## src/shared/port_cfg_defines.svh

```systemverilog
// Functional notes
// - Pull acts only on input pins
// - Pull enables reset cleared
// - Polarity one pulls down, zero pulls up
// - Polarity also picks interrupt edge
// - Slew bit disables input buffer
// - Stop forces slew off, 300 ns resume
// - Routed peripheral inputs keep buffer enabled, except while motor control function is set
// - Routing bit 2 moves timer1 channel2
// - Routing bit 3 moves timer1 channel3
// - Reserved locations read zero, ignore writes
// - Registers writable at any time
// - No pull on push-pull output
// - Data write drives only gpio outputs
// - Data read picks pin or latch
// - Input register returns synchronized pin
// - Peripheral pins still use direction readback
// - Readback settles within two cycles
// - Pins usable as gpio or peripheral
`ifndef PORT_CFG_DEFINES_SVH
`define PORT_CFG_DEFINES_SVH
// ****************************************
// Offsets
// ****************************************
`define OFS_DATA      8'h00
`define OFS_INPUT     8'h04
`define OFS_DIR       8'h08
`define OFS_PULL_EN   8'h0c
`define OFS_PULL_POL  8'h10
`define OFS_SLEW      8'h14
`define OFS_ROUTE     8'h18
`define OFS_LAST      8'h1c
// ****************************************
// Fields and reset values
// ****************************************
`define ROUTE_CH2_BIT 2
`define ROUTE_CH3_BIT 3
`define ROUTE_MASK    8'h0c
`define RST_REG8      8'h00
// ****************************************
// Timing
// ****************************************
`define SLEW_SETTLE_NS 300
`define CLK_PERIOD_NS  5
`define SLEW_SETTLE_CYC ((`SLEW_SETTLE_NS + `CLK_PERIOD_NS - 1) / `CLK_PERIOD_NS)
`endif

```

## src/shared/port_cfg_pkg.sv

```systemverilog
package port_cfg_pkg;
   typedef struct packed {
      logic [7:0] data;
      logic [7:0] dir;
      logic [7:0] pull_en;
      logic [7:0] pull_pol;
      logic [7:0] slew;
      logic [7:0] route;
   } cfg_regs_t;

   typedef struct packed {
      logic [7:0] out_val;
      logic [7:0] out_en_n;
      logic [7:0] pull_up;
      logic [7:0] pull_down;
      logic [7:0] inbuf_en;
      logic [7:0] slew_on;
      logic [7:0] irq_rise;
   } pad_ctrl_t;

   typedef enum logic [1:0] {
      W_IDLE = 2'b00,
      W_RESP = 2'b01
   } wr_state_t;

   typedef struct packed {
      cfg_regs_t  regs;
      logic [7:0] sync1;
      logic [7:0] sync2;
      logic [7:0] slew_eff;
      logic [7:0] settle_cnt;
      logic       stop_prev;
      logic       slew_nz_prev;
      pad_ctrl_t  pad;
      logic       awv;
      logic [7:0] awa;
      logic       wv;
      logic [31:0] wd;
      logic [3:0] ws;
      wr_state_t  wst;
      logic       bvalid;
      logic       arready;
      logic       rvalid;
      logic [31:0] rdata;
      logic [1:0] rresp;
      logic [1:0] bresp;
      logic [1:0] route_out;
   } state_t;
endpackage : port_cfg_pkg

```

## src/logic/port_pin_config_and_routing.sv

```systemverilog
// Local design decisions: register access over AXI4-Lite and the address map.
`timescale 1ns/1ps
`include "port_cfg_defines.svh"
module port_pin_config_and_routing #(
   parameter int W = 8
) (
   input  wire logic        aclk,
   input  wire logic        aresetn,
   input  wire logic        clk_en,
   input  wire logic [7:0]  s_axi_awaddr,
   input  wire logic        s_axi_awvalid,
   output logic             s_axi_awready,
   input  wire logic [31:0] s_axi_wdata,
   input  wire logic [3:0]  s_axi_wstrb,
   input  wire logic        s_axi_wvalid,
   output logic             s_axi_wready,
   output logic [1:0]       s_axi_bresp,
   output logic             s_axi_bvalid,
   input  wire logic        s_axi_bready,
   input  wire logic [7:0]  s_axi_araddr,
   input  wire logic        s_axi_arvalid,
   output logic             s_axi_arready,
   output logic [31:0]      s_axi_rdata,
   output logic [1:0]       s_axi_rresp,
   output logic             s_axi_rvalid,
   input  wire logic        s_axi_rready,
   input  wire logic [7:0]  pad_in,
   input  wire logic [7:0]  periph_ctrl,
   input  wire logic [7:0]  periph_out,
   input  wire logic [7:0]  periph_oe,
   input  wire logic [7:0]  periph_inbuf_keep,
   input  wire logic        motor_control_function,
   input  wire logic        stop_mode,
   output port_cfg_pkg::pad_ctrl_t pad,
   output logic             timer1_channel2_on_portm_pin2,
   output logic             timer1_channel3_on_portm_pin3,
   output logic             slew_settled
);
   port_cfg_pkg::state_t s_q;
   port_cfg_pkg::state_t s_d;

   localparam int SETTLE = `SLEW_SETTLE_CYC;

   function automatic logic [7:0] merge8(input logic [7:0] old,
                                         input logic [31:0] wd,
                                         input logic [3:0] ws);
      merge8 = ws[0] ? wd[7:0] : old;
   endfunction : merge8

   function automatic logic mapped(input logic [7:0] a);
      mapped = (a < `OFS_LAST) && (a[1:0] == 2'b00);
   endfunction : mapped

   // ****************************************
   // Next state
   // ****************************************
   always_comb begin
      logic [7:0] pin_rd;
      logic [7:0] drv_dir;
      logic       slew_nz;
      pin_rd  = 8'h00;
      drv_dir = 8'h00;
      slew_nz = 1'b0;
      s_d = s_q;
      // Two-stage synchroniser on pad inputs
      s_d.sync1 = pad_in;
      s_d.sync2 = s_q.sync1;
      // Data read chooses pin or latch by direction even under peripheral
      pin_rd = (s_q.regs.dir & s_q.regs.data)
               | (~s_q.regs.dir & s_q.sync2);

      // Slew: forced off in stop, settle delay on nonzero change or wake
      slew_nz = |s_q.regs.slew;
      s_d.stop_prev    = stop_mode;
      s_d.slew_nz_prev = slew_nz;
      if (stop_mode) begin
         s_d.slew_eff   = 8'h00;
         s_d.settle_cnt = 8'(SETTLE);
      end else if ((s_q.stop_prev && !stop_mode)
                   || (slew_nz != s_q.slew_nz_prev)) begin
         s_d.settle_cnt = 8'(SETTLE);
      end else if (s_q.settle_cnt != 8'h00) begin
         s_d.settle_cnt = s_q.settle_cnt - 8'h01;
      end else begin
         s_d.slew_eff = s_q.regs.slew;
      end

      // Pad control, peripheral overrides direction for driving
      drv_dir = (periph_ctrl & periph_oe)
                | (~periph_ctrl & s_q.regs.dir);
      s_d.pad.out_val  = (periph_ctrl & periph_out)
                         | (~periph_ctrl & s_q.regs.data);
      s_d.pad.out_en_n = ~drv_dir;
      s_d.pad.pull_up  = s_q.regs.pull_en & ~drv_dir
                         & ~s_q.regs.pull_pol;
      s_d.pad.pull_down = s_q.regs.pull_en & ~drv_dir
                          & s_q.regs.pull_pol;
      s_d.pad.slew_on  = s_d.slew_eff;
      s_d.pad.inbuf_en = ~s_d.slew_eff
                         | (motor_control_function ? 8'h00
                            : periph_inbuf_keep);
      // Pull-down idles low, so its active edge is the rising one
      s_d.pad.irq_rise = s_q.regs.pull_pol;
      s_d.route_out = {s_q.regs.route[`ROUTE_CH3_BIT],
                       s_q.regs.route[`ROUTE_CH2_BIT]};

      // ****************************************
      // AXI write
      // ****************************************
      if (s_q.wst == port_cfg_pkg::W_IDLE) begin
         if (!s_q.awv && s_axi_awvalid) begin
            s_d.awv = 1'b1;
            s_d.awa = s_axi_awaddr;
         end
         if (!s_q.wv && s_axi_wvalid) begin
            s_d.wv = 1'b1;
            s_d.wd = s_axi_wdata;
            s_d.ws = s_axi_wstrb;
         end
         if (s_q.awv && s_q.wv) begin
            s_d.bresp = mapped(s_q.awa) ? 2'b00 : 2'b10;
            unique case (s_q.awa)
               `OFS_DATA:
                  s_d.regs.data = merge8(s_q.regs.data, s_q.wd, s_q.ws);
               `OFS_DIR:
                  s_d.regs.dir = merge8(s_q.regs.dir, s_q.wd, s_q.ws);
               `OFS_PULL_EN:
                  s_d.regs.pull_en = merge8(s_q.regs.pull_en, s_q.wd,
                                            s_q.ws);
               `OFS_PULL_POL:
                  s_d.regs.pull_pol = merge8(s_q.regs.pull_pol, s_q.wd,
                                             s_q.ws);
               `OFS_SLEW:
                  s_d.regs.slew = merge8(s_q.regs.slew, s_q.wd, s_q.ws);
               `OFS_ROUTE:
                  s_d.regs.route = merge8(s_q.regs.route, s_q.wd, s_q.ws)
                                   & `ROUTE_MASK;
               default: ;
            endcase
            s_d.awv = 1'b0;
            s_d.wv = 1'b0;
            s_d.bvalid = 1'b1;
            s_d.wst = port_cfg_pkg::W_RESP;
         end
      end else begin
         if (s_axi_bready) begin
            s_d.bvalid = 1'b0;
            s_d.wst = port_cfg_pkg::W_IDLE;
         end
      end

      // ****************************************
      // AXI read
      // ****************************************
      s_d.arready = 1'b0;
      if (s_q.rvalid) begin
         if (s_axi_rready) s_d.rvalid = 1'b0;
      end else if (s_axi_arvalid && !s_q.arready) begin
         s_d.arready = 1'b1;
         s_d.rvalid = 1'b1;
         s_d.rresp = mapped(s_axi_araddr) ? 2'b00 : 2'b10;
         unique case (s_axi_araddr)
            `OFS_DATA:     s_d.rdata = {24'h000000, pin_rd};
            `OFS_INPUT:    s_d.rdata = {24'h000000, s_q.sync2};
            `OFS_DIR:      s_d.rdata = {24'h000000, s_q.regs.dir};
            `OFS_PULL_EN:  s_d.rdata = {24'h000000, s_q.regs.pull_en};
            `OFS_PULL_POL: s_d.rdata = {24'h000000, s_q.regs.pull_pol};
            `OFS_SLEW:     s_d.rdata = {24'h000000, s_q.regs.slew};
            `OFS_ROUTE:    s_d.rdata = {24'h000000, s_q.regs.route};
            default:       s_d.rdata = 32'h00000000;
         endcase
      end
   end

   // ****************************************
   // State register
   // ****************************************
   always_ff @(posedge aclk) begin
      if (!aresetn) begin
         s_q <= '0;
      end else if (clk_en) begin
         s_q <= s_d;
      end
   end

   // Outputs from flops; awready, wready and slew_settled are decoded from state flops
   assign s_axi_awready = (s_q.wst == port_cfg_pkg::W_IDLE) && !s_q.awv;
   assign s_axi_wready  = (s_q.wst == port_cfg_pkg::W_IDLE) && !s_q.wv;
   assign s_axi_bvalid  = s_q.bvalid;
   assign s_axi_bresp   = s_q.bresp;
   assign s_axi_arready = s_q.arready;
   assign s_axi_rvalid  = s_q.rvalid;
   assign s_axi_rdata   = s_q.rdata;
   assign s_axi_rresp   = s_q.rresp;
   assign pad           = s_q.pad;
   assign timer1_channel2_on_portm_pin2 = s_q.route_out[0];
   assign timer1_channel3_on_portm_pin3 = s_q.route_out[1];
   assign slew_settled  = (s_q.settle_cnt == 8'h00);

   // ****************************************
   // Assertions
   // ****************************************
   a_pull_out_off: assert property (@(posedge aclk) disable iff (!aresetn)
      (~pad.out_en_n & (pad.pull_up | pad.pull_down)) == 8'h00)
      else $error("pull active on driven pins");
   a_reset_pull_clear: assert property (@(posedge aclk)
      !aresetn |=> s_q.regs.pull_en == 8'h00)
      else $error("pull enable not cleared");
   a_pull_exclusive: assert property (@(posedge aclk) disable iff (!aresetn)
      (pad.pull_up & pad.pull_down) == 8'h00)
      else $error("pull up and down together");
   a_irq_edge_pol: assert property (@(posedge aclk) disable iff (!aresetn)
      clk_en && $stable(s_q.regs.pull_pol) |=> pad.irq_rise
      == $past(s_q.regs.pull_pol))
      else $error("edge polarity mismatch");
   a_stop_slew_off: assert property (@(posedge aclk) disable iff (!aresetn)
      stop_mode && clk_en |=> ##1 pad.slew_on == 8'h00 || !clk_en)
      else $error("slew on during stop");
   a_input_sync: assert property (@(posedge aclk) disable iff (!aresetn)
      (aresetn && clk_en) [*3] |-> s_q.sync2 == $past(pad_in, 2))
      else $error("input sync latency wrong");
   a_route_unused: assert property (@(posedge aclk) disable iff (!aresetn)
      (s_q.regs.route & ~`ROUTE_MASK) == 8'h00)
      else $error("routing unused bits set");
   a_bad_read_zero: assert property (@(posedge aclk) disable iff (!aresetn)
      s_axi_rvalid && s_axi_rresp == 2'b10 |-> s_axi_rdata == 32'h0)
      else $error("reserved read not zero");
endmodule : port_pin_config_and_routing

```

## config.mk

```make
export PLATFORM = sky130hd
export DESIGN_NAME = port_pin_config_and_routing
export DESIGN_NICKNAME = d
export VERILOG_FILES = /design/src/shared/port_cfg_pkg.sv /design/src/logic/port_pin_config_and_routing.sv
export VERILOG_INCLUDE_DIRS = /design/src /design/src/shared
export SDC_FILE = /design/constraint.sdc
export NUM_CORES = 1
export LEC_CHECK = 0
export BUFFER_PORTS_ARGS = -buffer_cell sky130_fd_sc_hd__buf_2
export CAP_MARGIN = 5
export CORE_UTILIZATION = 50
export CTS_BUF_LIST = sky130_fd_sc_hd__clkbuf_4 sky130_fd_sc_hd__clkbuf_8
export DETAILED_ROUTE_END_ITERATION = 8
export PLACE_DENSITY = 0.76
export SLEW_MARGIN = 30
export SYNTH_ARGS = -nofsm -noshare
export SYNTH_HDL_FRONTEND = slang
export SYNTH_SLANG_ARGS = --single-unit
export TNS_END_PERCENT = 5
```

## constraint.sdc

```tcl
create_clock -name aclk -period 6.45 [get_ports aclk]
set_clock_uncertainty 0.2 [all_clocks]
set_input_delay 0.3225 -clock aclk [delete_from_list [all_inputs] [get_ports aclk]]
set_output_delay 0.3225 -clock aclk [all_outputs]
set_load 0.01 [all_outputs]
```

==> impl_metrics.csv <==
group,metric,value,unit
run_status,outcome,"complete, but fails checks",
run_status,violations,"DRC",
setup_path,slowest_stage,"or4b_1",
floorplanning,ios,202,
global_route,antenna_found_initial,0,
clock_tree,clock_path_buffers,2,
final_layout,syn2layout_area_growth,14.2,%
timing,fin_ws,3.64,ns
clock_tree,cts-resized-gates,0,
final_layout,layout_common_cells,"dfxtp_1 (158), buf_2 (146), nand2_1 (104)",
timing,setup_viol,0,
clock_tree,cts.sinks,158,
route,drt_pre_antenna_iters,9,
timing,fin_crit,2.81,ns
final_layout,multiInputGateArea,3640,sq um
yosys,ys_ff_latch,158,
floorplanning,start_util,51.7,%
final_layout,fin_nets,1041,
yosys,synthCells,842,
clock_tree,insertion_delay,0.45,ns
timing,hold_viol,0,
global_route,met2_usage,37.8,%
setup_path,cp_max_fo,11,
final_layout,seq_area,3160,sq um
setup_path,slowest_delay,0.48,ns
yosys,ys.flop_type,"dfxtp_1",
global_route,grt_max_degree,107,
power,powerDensity,243,nW/um^2
setup_path,crit_start,"s_q[147]",
route,drt_iter0_drc,463,
power,leakage,3.68,nW
timing,drv_slew,0,
final_layout,final_common_cell,"dfxtp_1",
setup_path,cp_top_family,"simple AND/OR/NAND/NOR gates",
final_layout,layout-drive-gt1-share,22.0,%
clock_tree,cts-htree-levels,4,
timing,fin_setup_tns,0,ns
route,avgRoutedWirePerCell,16.5,um
yosys,synth_area_leader_cell,"dfxtp_1",
setup_path,cp-start-kind,"flip-flop",
route,ant_nets,0,
global_route,grt_pass1_wl,29.6,mm
power,ir_drop,124,uV
route,vias_per_cell,5.38,
yosys,async_flop_share,0,%
worst_hold_path,min_path_type,"in2reg",
yosys,synth.avg_cell_area,9.03,sq um
yosys,ys_warn_count,0,
yosys,ys_seq_area_share,41.6,%
global_route,grt_use_total,24.0,%
floorplanning,die_x,125,um
timing,clock.fmax,355,MHz
clock_tree,cts_tree,"done",
clock_tree,cts.clk_slew.worst_paths,0.09,ns
setup_path,arrival,3.00,ns
final_layout,diodes,0,
timing,relSlewSlack,35.3,%
floorplanning,design.die.area,15700,sq um
setup_path,reg2reg_slack,3.64,ns
yosys,ys_top_cells_by_area,"dfxtp_1 (42%), mux2i_1 (10%), buf_4 (9.1%)",
place,gp_congestion,0.808,
yosys,yosys.area.top_type_share,41.6,%
setup_path,cp-end-kind,"flip-flop",
route,vias,6106,
yosys,synth_area,7600,sq um
place,dpl_worst_slack,3.66,ns
setup_path,r2r-start,"s_q[147]",
yosys,yosysUniqueCellTypes,60,
floorplanning,core_area,14700,sq um
floorplanning,rows,44,
place,dp.final_hpwl,12.5,mm
final_layout,fill_cells,1313,
floorplanning,die_h,125,um
yosys,synth_edf_count,0,
place,port-buffer-count,148,
setup_path,worstSetupPathType,"reg2reg",
global_route,grt_pass1_vias,5773,
setup_path,reg2reg_depth,7,
setup_path,crit_path_end,"pad[23]",
timing,worst_pin_slew,0.971,ns
setup_path,worstPathRequired,6.64,ns
setup_path,worstSetupPathDepth,7,
timing,period_share,43.6,%
job,drv_cap,0,
global_route,busiest_layer,"met2",
global_route,grt-ovfl-total,0,
timing,rsz0062_at_grt,"no",
route,drc,13,
global_route,use_met3,4.41,%
setup_path,path_cells,"inv_1, ha_1, or4b_1, nor3_1, o21a_1, mux2_2, a31oi_1",
global_route,grtUsageMet1,32.8,%
setup_path,critPathBufInv,1,
clock_tree,cts_buffers,17,
route,wl,18.7,mm
clock_tree,cts-root-buf,"clkbuf_8",
setup_path,reg2reg_to,"pad[23]",
==> cell families after synthesis <==
| kind of cell | share of synthesized area [%] |
|---|---|
| AND/OR/NAND/NOR | 21.1 |
| adder cells (fa/ha/maj) | 0.329 |
| buffers and inverters | 11.8 |
| AO/OA/AOI/OAI | 12.5 |
| other | 0.0493 |
| flip-flops | 41.6 |
| multiplexers | 12.6 |
==> sequential cells by signal, indices dropped and copies added, names as in the netlist <==
signal	cells
s_axi_rvalid	1
pad	56
timer1_channel3_on_portm_pin3	1
s_axi_rresp	1
s_q	69
s_axi_bvalid	1
s_axi_bresp	1
s_axi_rdata	8
timer1_channel2_on_portm_pin2	1
s_d	18
s_axi_arready	1
==> layout make-up <==
cell class                      count  share of cell area (%)
Clock buffer                       19                    3.01
Inverter                            4                   0.173
Timing Repair Buffer              191                    13.4
Multi-Input combinational cell    565                    41.9
Clock inverter                     13                    2.45
Tap cell                          184                    2.65
Sequential cell                   158                    36.4
==> Yosys cell counts, types with 6 or more instances <==
cell and count:
dfxtp_1 158, nand2_1 104, buf_4 92, mux2i_1 79, nor2b_1 54, nand3_1 46
clkbuf_1 39, o21ai_0 35, a21boi_0 32, nor2_1 27, a21oi_1 22, nand4_1 13
a31oi_1 9, nand2b_1 9, o211a_1 9, mux2_2 7, nor3b_1 7, or4_1 7
a211oi_1 6, buf_1 6, nor3_1 6, nor4_1 6
==> tightest hold or removal path: stages <==
cell     delay (ns)
buf_2          0.10
nand2_1        0.06
a21oi_1        0.06
nor2b_1        0.09
==> power breakdown <==
part | switching (mW) | internal [mW] | leakage [nW]
Clock | 0.374 | 0.482 | 0.228
Sequential | 0.0202 | 1.00 | 1.29
Combinational | 0.133 | 0.101 | 2.17
==> stage by stage <==
stage          util (%)  power [mW]  cell area, sq um  std cells  hold WS, ns
2_1_floorplan         -        1.21              7690        867        0.217
3_3_place_gp       53.3        1.25              7840       1065        0.242
3_5_place_dp       53.3        1.26              7840       1065        0.236
4_1_cts            59.0        2.12              8680       1134      0.00103
5_1_grt            59.1        2.19              8680       1134       0.0135
6_report           59.1        2.11              8680       1134       0.0128
==> per-layer routing <==
layer  wire (um)  part of all wire [%]
met5           0                     0
met4         299                   1.6
met3         942                   5.0
met2        8420                    45
met1        9040                    48
==> worst min path at each step <==
stage                         startpoint        endpoint  slack [ns]  cells after the start
after detailed placement  s_axi_rdata[6]  s_axi_rdata[6]        0.24                      2
after floorplan           s_axi_rdata[6]  s_axi_rdata[6]        0.22                      2
final                       s_axi_bready    s_axi_bvalid        0.01                      4
after CTS                   s_axi_bready    s_axi_bvalid       0.001                      4
after global routing        s_axi_bready    s_axi_bvalid        0.01                      4
after global placement    s_axi_rdata[6]  s_axi_rdata[6]        0.24                      2
==> what timing repair did <==
item	in CTS	in global routing
hold buffers	37	0
hold endpoints to repair	37	0
buffers inserted	0	0
Power figures use the tool's default switching activity.
